`src/core/xspi_pin_pkg.sv`:
```
// Constants shared by the xSPI memory pin front end.
// Assumes a single system clock that oversamples the link clock.
package xspi_pin_pkg;
   // Protocol width codes
   localparam logic [1:0] WIDTH_X1 = 2'h0;
   localparam logic [1:0] WIDTH_X2 = 2'h1;
   localparam logic [1:0] WIDTH_X4 = 2'h2;
   localparam logic [1:0] WIDTH_X8 = 2'h3;
   // Bits in one transfer unit
   localparam logic [3:0] BYTE_BITS = 4'h8;
   // Lane masks
   localparam logic [7:0] LANES_X1_IN = 8'h01;
   localparam logic [7:0] LANES_X1_OUT = 8'h02;
   localparam logic [7:0] LANES_X2 = 8'h03;
   localparam logic [7:0] LANES_X4 = 8'h0F;
   localparam logic [7:0] LANES_X8 = 8'hFF;
   // Lane positions of shared terminals
   localparam int WP_LANE = 2;
   localparam int RESET_LANE = 3;
   // Status register protect enable bit position
   localparam int SR_PROTECT_POS = 7;
   // Reset values
   localparam logic [7:0] SHIFT_RST = 8'h00;
   localparam logic [3:0] COUNT_RST = 4'h0;
endpackage : xspi_pin_pkg

```
`src/core/xspi_mem_pins.sv`:
```
// xSPI persistent memory pin front end: transaction framing, lane sampling,
// read drive with data strobe, pin reset, interrupt and write protect.
// Assumes SYS_CLK oversamples CK by at least four; command decode lies outside.
//
// Operation
// - Falling chip select starts a new command sequence.
// - Rising chip select ends or abandons the current sequence.
// - Sample on CK rising, or both edges in DTR; CK may stop.
// - Command, address and data use shared data lines, up to eight.
// - Drive a data strobe for capturing read data when commands use it.
// - While hardware reset is low, reinitialise, then return ready.
// - While hardware reset is low, strobe and all data lines float.
// - Pull open-drain interrupt low when an internal event is pending and hardware reset is high.
// - Write protect locks status only together with status bit seven.
// - On ball array, shared lane 2 write protect acts only in single mode.
// - On eight-pin part, lane 3 is reset in single and dual modes, data otherwise.
// - Quad-only parts leave the upper four lanes unimplemented.
// - Octal mode sustains transfers on eight lanes at full clock rate.
// - Strobe low while receiving, toggles while driving read data.
// - Protect bit set and write protect low blocks status register writes.
`timescale 1ns/1ps
module xspi_mem_pins
   import xspi_pin_pkg::*;
#(
   parameter bit DFN_PACKAGE = 1'b0,
   parameter bit QUAD_ONLY = 1'b0
) (
   input wire logic SYS_CLK,                    // System clock, 200 MHz
   input wire logic RST_N,                      // Async reset, active low
   input wire logic CS_N,                       // Chip select pin
   input wire logic CK,                         // Link clock pin
   input wire logic [7:0] IO_IN,                // Data lines, input side
   output logic [7:0] IO_OUT,                   // Data lines, output side
   output logic [7:0] IO_OE,                    // Data lines, high while driven
   output logic DS_OUT,                         // Data strobe level
   output logic DS_OE,                          // Data strobe drive enable
   input wire logic HW_RESET_N,                 // Dedicated reset ball
   output logic INT_OUT,                        // Interrupt pin level, always 0
   output logic INT_OE,                         // Interrupt pull-down enable
   input wire logic [1:0] MODE_WIDTH,           // Protocol width code
   input wire logic MODE_DTR,                   // Double transfer rate
   input wire logic EVENT_PENDING,              // Internal event level
   input wire logic [7:0] STATUS_REG,           // Current status register
   input wire logic SR_WRITE_REQ,               // Status write request pulse
   output logic SR_WRITE_GO,                    // Status write allowed pulse
   output logic SR_LOCKED,                      // Status register locked level
   input wire logic TX_ACTIVE,                  // Read data phase level
   input wire logic [7:0] TX_DATA,              // Next read byte
   output logic TX_TAKE,                        // Read byte consumed pulse
   output logic [7:0] RX_DATA,                  // Received byte
   output logic RX_VALID,                       // Received byte pulse
   output logic FRAME_START,                    // Transaction start pulse
   output logic FRAME_END,                      // Transaction end, pulse on deselect, held high during pin reset in a frame
   output logic HW_RESET_ACTIVE                 // Pin reset in progress
);
   // ==========================================================
   // Helpers
   function automatic logic [3:0] width_bits(input logic [1:0] code);
      unique case (code)
         WIDTH_X1: width_bits = 4'h1;
         WIDTH_X2: width_bits = 4'h2;
         WIDTH_X4: width_bits = 4'h4;
         WIDTH_X8: width_bits = 4'h8;
      endcase
   endfunction : width_bits

   function automatic logic [7:0] lane_mask(input logic [1:0] code);
      unique case (code)
         WIDTH_X1: lane_mask = LANES_X1_IN;
         WIDTH_X2: lane_mask = LANES_X2;
         WIDTH_X4: lane_mask = LANES_X4;
         WIDTH_X8: lane_mask = LANES_X8;
      endcase
   endfunction : lane_mask

   // ==========================================================
   // Pin synchronisers
   logic cs_n_s;
   logic ck_s;
   logic rst_pin_n_s;
   logic [7:0] io_s;

   xspi_sync #(.WIDTH(11), .INIT(11'h603)) u_sync (
      .clk(SYS_CLK),
      .rst_n(RST_N),
      .d({CS_N, HW_RESET_N, CK, IO_IN}),
      .q({cs_n_s, rst_pin_n_s, ck_s, io_s})
   );

   // ==========================================================
   // Mode and shared terminals
   logic ck_d_r;
   logic cs_n_d_r;
   logic [1:0] width_code;
   logic [3:0] wbits;
   logic single_or_dual;
   logic hw_rst;
   logic wp_low;

   assign width_code = (QUAD_ONLY && MODE_WIDTH == WIDTH_X8) ? WIDTH_X4 : MODE_WIDTH;
   assign wbits = width_bits(width_code);
   assign single_or_dual = (width_code == WIDTH_X1) || (width_code == WIDTH_X2);
   // Eight-pin part: lane 3 is reset only in single and dual modes
   assign hw_rst = DFN_PACKAGE ? (single_or_dual && !io_s[RESET_LANE]) : !rst_pin_n_s;
   assign wp_low = (width_code == WIDTH_X1) && !io_s[WP_LANE];

   // ==========================================================
   // Edges and framing
   logic ck_rise;
   logic ck_fall;
   logic cs_fall;
   logic cs_rise;
   logic in_frame;
   logic rx_edge;
   logic tx_edge;

   assign ck_rise = ck_s && !ck_d_r;
   assign ck_fall = !ck_s && ck_d_r;
   assign cs_fall = !cs_n_s && cs_n_d_r;
   assign cs_rise = cs_n_s && !cs_n_d_r;
   assign in_frame = !cs_n_s && !hw_rst;
   assign rx_edge = in_frame && (ck_rise || (MODE_DTR && ck_fall));
   assign tx_edge = in_frame && (ck_fall || (MODE_DTR && ck_rise));

   // ==========================================================
   // Receive path
   logic [7:0] rx_sh_r;
   logic [3:0] rx_cnt_r;
   logic [7:0] rx_sh_nxt;
   logic [3:0] rx_cnt_nxt;
   logic rx_full;

   assign rx_sh_nxt = 8'((rx_sh_r << wbits) | (io_s & lane_mask(width_code)));
   assign rx_cnt_nxt = rx_cnt_r + wbits;
   assign rx_full = (rx_cnt_nxt == BYTE_BITS);

   // ==========================================================
   // Transmit path
   logic [7:0] tx_sh_r;
   logic [3:0] tx_cnt_r;
   logic tx_on_r;
   logic tx_start;
   logic tx_step;
   logic tx_reload;
   logic [7:0] tx_sh_nxt;
   logic [7:0] out_lanes;
   logic [7:0] out_mask;

   assign tx_start = in_frame && TX_ACTIVE && !tx_on_r;
   assign tx_step = tx_on_r && tx_edge;
   assign tx_reload = tx_step && (tx_cnt_r + wbits == BYTE_BITS);
   assign tx_sh_nxt = tx_reload ? TX_DATA : 8'(tx_sh_r << wbits);
   // Single mode drives its one output bit on lane 1
   assign out_lanes = (width_code == WIDTH_X1) ? {6'h00, tx_sh_nxt[7], 1'b0}
                                               : 8'(tx_sh_nxt >> (BYTE_BITS - wbits));
   assign out_mask = (width_code == WIDTH_X1) ? LANES_X1_OUT : lane_mask(width_code);

   always_ff @(posedge SYS_CLK or negedge RST_N) begin
      if (!RST_N) begin
         ck_d_r <= 1'b0;
         cs_n_d_r <= 1'b1;
      end else begin
         ck_d_r <= ck_s;
         cs_n_d_r <= cs_n_s;
      end
   end

   // Framing pulses and receive assembly
   always_ff @(posedge SYS_CLK or negedge RST_N) begin
      if (!RST_N) begin
         rx_sh_r <= SHIFT_RST;
         rx_cnt_r <= COUNT_RST;
         RX_DATA <= SHIFT_RST;
         RX_VALID <= 1'b0;
         FRAME_START <= 1'b0;
         FRAME_END <= 1'b0;
      end else begin
         FRAME_START <= cs_fall && !hw_rst;
         FRAME_END <= cs_rise || (hw_rst && !cs_n_s);
         RX_VALID <= rx_edge && !tx_on_r && rx_full;
         if (!in_frame || cs_fall) begin
            rx_sh_r <= SHIFT_RST;
            rx_cnt_r <= COUNT_RST;
         end else if (rx_edge && !tx_on_r) begin
            rx_sh_r <= rx_sh_nxt;
            rx_cnt_r <= rx_full ? COUNT_RST : rx_cnt_nxt;
            if (rx_full) begin
               RX_DATA <= rx_sh_nxt;
            end
         end
      end
   end

   // Read data drive and strobe
   always_ff @(posedge SYS_CLK or negedge RST_N) begin
      if (!RST_N) begin
         tx_sh_r <= SHIFT_RST;
         tx_cnt_r <= COUNT_RST;
         tx_on_r <= 1'b0;
         TX_TAKE <= 1'b0;
         IO_OUT <= 8'h00;
         IO_OE <= 8'h00;
         DS_OUT <= 1'b0;
         DS_OE <= 1'b0;
      end else begin
         TX_TAKE <= tx_start || tx_reload;
         DS_OE <= in_frame;
         if (!in_frame || !TX_ACTIVE) begin
            tx_on_r <= 1'b0;
            tx_cnt_r <= COUNT_RST;
            IO_OE <= 8'h00;
            DS_OUT <= 1'b0;
         end else if (tx_start) begin
            tx_on_r <= 1'b1;
            tx_sh_r <= TX_DATA;
            tx_cnt_r <= COUNT_RST;
            IO_OUT <= (width_code == WIDTH_X1) ? {6'h00, TX_DATA[7], 1'b0}
                                               : 8'(TX_DATA >> (BYTE_BITS - wbits));
            IO_OE <= out_mask;
         end else if (tx_step) begin
            tx_sh_r <= tx_sh_nxt;
            tx_cnt_r <= tx_reload ? COUNT_RST : tx_cnt_r + wbits;
            IO_OUT <= out_lanes;
            IO_OE <= out_mask;
            DS_OUT <= !DS_OUT;
         end
      end
   end

   // Interrupt, write protect and reset status
   always_ff @(posedge SYS_CLK or negedge RST_N) begin
      if (!RST_N) begin
         INT_OUT <= 1'b0;
         INT_OE <= 1'b0;
         SR_LOCKED <= 1'b0;
         SR_WRITE_GO <= 1'b0;
         HW_RESET_ACTIVE <= 1'b0;
      end else begin
         INT_OUT <= 1'b0;
         INT_OE <= EVENT_PENDING && !hw_rst;
         SR_LOCKED <= STATUS_REG[SR_PROTECT_POS] && wp_low;
         SR_WRITE_GO <= SR_WRITE_REQ && !hw_rst &&
                        !(STATUS_REG[SR_PROTECT_POS] && wp_low);
         HW_RESET_ACTIVE <= hw_rst;
      end
   end
endmodule : xspi_mem_pins

```
`src/core/xspi_sync.sv`:
```
// Two flip-flop synchroniser for a group of level inputs.
// Assumes inputs are asynchronous to clk.
`timescale 1ns/1ps
module xspi_sync #(
   parameter int WIDTH = 1,
   parameter logic [WIDTH-1:0] INIT = '0
) (
   input wire logic clk,             // Sampling clock
   input wire logic rst_n,           // Async reset, active low
   input wire logic [WIDTH-1:0] d,   // Asynchronous input
   output logic [WIDTH-1:0] q        // Synchronised output
);
   logic [WIDTH-1:0] meta_r;

   always_ff @(posedge clk or negedge rst_n) begin
      if (!rst_n) begin
         meta_r <= INIT;
         q <= INIT;
      end else begin
         meta_r <= d;
         q <= meta_r;
      end
   end
endmodule : xspi_sync

```
`config.mk`:
```
export PLATFORM = sky130hd
export DESIGN_NAME = xspi_mem_pins
export DESIGN_NICKNAME = d
export VERILOG_FILES = /design/src/core/xspi_pin_pkg.sv /design/src/core/xspi_mem_pins.sv /design/src/core/xspi_sync.sv
export SDC_FILE = /design/constraint.sdc
export NUM_CORES = 1
export LEC_CHECK = 0
export BUFFER_PORTS_ARGS = -buffer_cell sky130_fd_sc_hd__buf_2
export CAP_MARGIN = 10
export CORE_ASPECT_RATIO = 0.7
export CORE_MARGIN = 1.5
export CORE_UTILIZATION = 30
export CTS_BUF_LIST = sky130_fd_sc_hd__clkbuf_2
export CTS_CLUSTER_DIAMETER = 120
export DETAILED_ROUTE_END_ITERATION = 10
export GPL_TIMING_DRIVEN = 1
export PLACE_DENSITY = 0.58
export SLEW_MARGIN = 20
export SYNTH_ARGS = -nofsm -noshare
export SYNTH_HDL_FRONTEND = slang
export SYNTH_SLANG_ARGS = --single-unit
```
`constraint.sdc`:
```
create_clock -name SYS_CLK -period 3.5 [get_ports SYS_CLK]
set_clock_uncertainty 0.1 [all_clocks]
set_input_delay 1.05 -clock SYS_CLK [delete_from_list [all_inputs] [get_ports SYS_CLK]]
set_output_delay 1.05 -clock SYS_CLK [all_outputs]
set_load 0.1 [all_outputs]
```
=== Word-level counts from Yosys, hierarchy flattened ===
Cells that the tools add are included.

* Bits in registers: 83
* Word-level logic and storage cells: 115
* Output and inout bits: 35

* Reductions and logical operators: 48
* Shift-type cells: 4
* Mux-type cells: 28
* Add/subtract/negate cells: 3
* Bitwise operators: 4
* Equal/unequal tests: 6

{| class="wikitable"
|+ Operator list
! operator !! count
|-
| 8-bit 2-to-1 mux || 13
|-
| 8-bit case mux with 4 select lines || 1
|-
| 4-bit 2-to-1 mux || 7
|-
| 8-bit case mux with 3 select lines || 1
|-
| 1-bit logical AND || 22
|-
| 4-bit case mux with 4 select lines || 1
|-
| 8-bit by 4-bit left shift with 8-bit output || 2
|-
| 8-bit by 4-bit >> shifter with 8-bit output || 2
|-
| 1-bit zero test || 11
|-
| 4-bit adder || 2
|-
| 8-bit bitwise AND || 1
|-
| 4-bit == test (second input constant) || 2
|-
| 8-bit OR || 1
|-
| 2-bit nonzero test || 4
|-
| 1-bit logical OR || 6
|-
| 1-bit 2-to-1 mux || 5
|-
| 2-bit == test (second input constant) || 2
|-
| 2-bit AND reduction || 2
|-
| 4-bit subtractor (first input constant) || 1
|-
| 3-bit AND reduction || 1
|-
| 3-bit nonzero test || 1
|-
| 2-bit by 1-bit == test with 1-bit output (second input constant) || 1
|-
| 2-bit zero test || 1
|-
| 2-bit by 1-bit inequality test with 1-bit output (second input constant) || 1
|-
| 1-bit inverter || 2
|}

=== Longest topological paths before layout ===
* Depth after elaboration: 12
* Mapped depth: 14
* Mapped depth without buffers: 11

=== Modules after synthesis ===
From an unflattened synthesis, not the netlist that was laid out.

* Cell total of the unflattened synthesis: 315
* Area, all modules: 3537.1 µm²

{| class="wikitable"
|+ Modules (own cells, without submodules)
! module !! cells an instance !! area an instance (µm²) !! sequential area each (µm²) !! instances
|-
| xspi_mem_pins || 293 || 2976.6 || 1377.6 || 1
|-
| xspi_sync || 22 || 560.5 || 560.5 || 1
|}

=== Worst setup path after synthesis ===
Ideal clock, no wire load.

* Kind: input port to flip-flop
* From: input MODE_WIDTH[0]
* To: register IO_OUT[1]
* Arrival: 4.201 ns
* Required time: 3.265 ns
* Slack: -0.936 ns
* Stages: 12
* Buffers on the path: 4
* Path through: clkbuf_1 > buf_1 > clkbuf_1 > nand2_1 > xnor2_1 > ha_1 > or3_1 > a2111o_1 > buf_6 > mux4_2 > nand2_1 > o211ai_1

* Longest elaborated chain between the ends: 10
* Elaborated cells on any way between the ends: 17
* Those cells by class: add/sub (2); eq/ne (4); shift (3); mux (6); reduce/logical (2)

{| class="wikitable"
|+ RTL lines
! element !! line !! text
|-
| start: declaration || xspi_mem_pins.sv:40 || <nowiki>input wire logic [1:0] MODE_WIDTH,</nowiki>
|-
| 2-bit == test (tied with other cells) || xspi_mem_pins.sv:59 || <nowiki>unique case (code)</nowiki>
|-
| 4-bit case mux with 4 select lines || xspi_mem_pins.sv:59 ||
|-
| 4-bit adder || xspi_mem_pins.sv:151 || <nowiki>assign tx_reload = tx_step && (tx_cnt_r + wbits == BYTE_BITS);</nowiki>
|-
| 4-bit == test || xspi_mem_pins.sv:151 ||
|-
| 1-bit logical AND || xspi_mem_pins.sv:151 ||
|-
| 8-bit 2-to-1 mux || xspi_mem_pins.sv:152 || <nowiki>assign tx_sh_nxt = tx_reload ? TX_DATA : 8'(tx_sh_r << wbits);</nowiki>
|-
| 8-bit by 4-bit >> shifter with 8-bit output || xspi_mem_pins.sv:155 || <nowiki>: 8'(tx_sh_nxt >> (BYTE_BITS - wbits));</nowiki>
|-
| 8-bit 2-to-1 mux || xspi_mem_pins.sv:154 || <nowiki>assign out_lanes = (width_code == WIDTH_X1) ? {6'h00, tx_sh_nxt[7], 1'b0}</nowiki>
|-
| 8-bit 2-to-1 mux || xspi_mem_pins.sv:220 || <nowiki>end else if (tx_step) begin</nowiki>
|-
| 8-bit 2-to-1 mux (*) || xspi_mem_pins.sv:213 || <nowiki>end else if (tx_start) begin</nowiki>
|-
| end signal: assignment || xspi_mem_pins.sv:217 || <nowiki>IO_OUT <= (width_code == WIDTH_X1) ? {6'h00, TX_DATA[7], 1'b0}</nowiki>
|-
| end signal: assignment || xspi_mem_pins.sv:223 || <nowiki>IO_OUT <= out_lanes;</nowiki>
|-
| end: declaration || xspi_mem_pins.sv:33 || <nowiki>output logic [7:0] IO_OUT,</nowiki>
|}

Every way passes the cells marked *; elsewhere a longest branch is shown, timed or not. The select of a mux whose other input is x is not followed.
A chain may end at the register's enable or synchronous reset.

=== Final worst setup path ===
* From: input MODE_WIDTH[0]
* To: register IO_OUT[3]

Same word-level chain as after synthesis.

==> results.ini <==
[worst_setup_path]
timing.critical_path.from_type=primary input
slowest_delay_ns=0.51
path_cells=buf_2, nand2b_1, inv_1, ha_4, o21ai_0, a21o_1, or3_4, a2111o_1, buf_4, mux2i_1, o211ai_1, o221a_2
crit_arrival_ns=3.50
crit_path_max_fanout=7
cp.required_ns=3.87
critPathTopFamily=compound AO/OA/AOI/OAI gates
cp_num_buf_inv=3
worstSetupEndpointType=flip-flop
path_class=in2reg
slowest_stage=a2111o_1

[yosys]
syn_area_sq_um=3470
synth_top_cell_by_area=dfrtp_1
ys_top_cells_by_area=dfrtp_1 (49%), dfstp_2 (6.8%), mux2i_1 (4.9%)
syn_nets=343
synth_top_area_share_pct=49.0
yosysSeqAreaShare_pct=55.8
avgSynthCellArea_sq_um=11.5
synth_flop_cell=dfrtp_1
async_reset_ff_share_pct=100
ys_seq_elements=77
syn-instance-count=303
yosys_warnings=0
synth_edf_count=0
synth_cell_types=51

[detailed_routing]
drt_first_pass_iters=4
wirelength_um=7680
post-route-drc-count=0
detail_route.iter0.violations=141
post_drt_via_cell_ratio=4.73
avgRoutedWirePerCell_um=14.2
route.vias.total=2563
drtAntennaViolNets=0

[timing]
fmax_mhz=320
rsz0062_at_grt=false
slew_headroom_pct=54.2
tightest_slew_ns=0.687
finalCriticalPeriod_ns=3.12
min_period_over_period_pct=89.2
setup_viol=0
finalHoldViolCount=0
drv_slew=0

[clocking]
clock-sinks=77
clock_path_buffers=2
ctsResizeCount=0
cts_tree=yes
clk-insertion-delay-late_ns=0.53
ctsHoldBuffers=0
post_cts_buffers=0
clk_pin_slew_worst_paths_ns=0.22
cts_inserted_buffers=9
htree_num_levels=3
root_buffer=clkbuf_2

[power_and_ir_drop]
vdd_drop_max_mv=0.265
leakagePower_nw=2.07
powerDensity_nw_per_um2=436

[layout]
layout.cells.most_common=dfrtp_1
finish.instance_area_sq_um=4260
antennaDiodeCount=0
fin_util_pct=38.2
final_net_count=424
post_layout_nonfiller_instances=542
layout-drive-gt1-share_pct=35.7
final_cell_mix=dfrtp_1 (68), buf_2 (60), nand2_1 (37)
area_growth_pct=22.6

[placed_design]
io_buffers=61
dp_hpwl_um=5600
gp_congestion=0.820
dp_cells=526
placed_cell_area_sq_um=4130

[global_routing]
met2_usage_pct=20.6
grt_max_degree=78
gr-total-overflow=0
track_usage_pct=13.9
busiest_layer=met2
antenna_found_initial=0
grt_pass1_wl_um=13300
gr-usage-met3_pct=3.90
grt_pass1_vias=2640
grt_util_met1_pct=19.6

[die]
ios=70
core_sq_um=11100
dieWidth_um=132
start_util_pct=31.2
dieArea_sq_um=12200
dieHeight_um=93.0
rows=32

[run_status]
status=complete, no violations

[run]
cap_viol_max_count=0

[worst_hold_path]
holdCritPathClass=reg2reg

[layer usage]
layer  vias up  part of all wire [%]
li1       1246                     -
met1      1237                    51
met2        75                    43
met3         5                   5.8
met4         0                  0.65
met5         -                     0
[registers in the layout, summed over array words and instances, names as in the netlist, 4 cells and up]
register	count
u_sync.meta_r	11
u_sync.q	11
IO_OUT	8
RX_DATA	8
rx_sh_r	7
tx_sh_r	7
IO_OE	4
rx_cnt_r	4
tx_cnt_r	4
[per-stage QoR]
step	hold WS, ns	setup TNS, ns	power, W	setup WS, ns
floorplan	0.231	-0.246	0.00128	-0.110
global placement	0.234	-0.647	0.00138	-0.148
detailed placement	0.235	-1.03	0.00138	-0.160
CTS	0.258	0	0.00188	0.437
global route	0.270	0	0.00195	0.328
finish	0.261	0	0.00186	0.379
[synthesized netlist by cell type, drive strengths merged, types with 6 or more instances]
library cell	n
a21oi	10
buf	11
clkbuf	7
o21ai	17
mux2i	17
dfstp	9
inv	7
nor2	24
a31oi	6
mux2	13
nand2	39
dfrtp	68
a22o	10
[path summary, 6_finish.rpt]
path                               end  slack [ns]  depth (start not counted)             start
max                          IO_OUT[3]        0.38                         12     MODE_WIDTH[0]
min                        u_sync.q[9]        0.26                          0  u_sync.meta_r[9]
max reg2reg                  IO_OUT[3]        0.76                          9       tx_cnt_r[2]
min reg2reg                u_sync.q[9]        0.26                          0  u_sync.meta_r[9]
max in group asynchronous  SR_WRITE_GO        2.43                          1             RST_N
min in group asynchronous  tx_cnt_r[2]        0.39                          1             RST_N
[final cells by class]
class | instances | area (sq um)
flip-flops and latches | 77 | 1940
clock buffers | 9 | 45.0
multi-input cells | 201 | 1450
repair buffers | 88 | 527
clock inverters | 7 | 73.8
well taps | 153 | 191
fillers | 1128 | 6880
inverters | 7 | 26.3
[kinds of logic (layout without fill, tap and decap cells)]
logic type               count (synthesis)  in the layout  share of synthesized area [%]
adder cells (fa/ha/maj)                  5              5                           1.80
flip-flops                              77             77                           55.8
AND/OR/NAND/NOR                         88             88                           11.5
other                                    1              1                          0.108
buffers and inverters                   25            111                           3.71
AO/OA/AOI/OAI                           66             66                           13.1
XOR/XNOR                                 6              6                           1.51
multiplexers                            35             35                           12.4
[power breakdown]
part / switching [W] / leakage [nW] / total [W] / internal [W]
logic: 0.000281 / 1.02 / 0.000388 / 0.000106
registers: 0.0000305 / 0.978 / 0.000976 / 0.000945
clock network: 0.000325 / 0.0739 / 0.000493 / 0.000168
total: 0.000637 / 2.07 / 0.00186 / 0.00122
(Power assumes the default switching activity.)
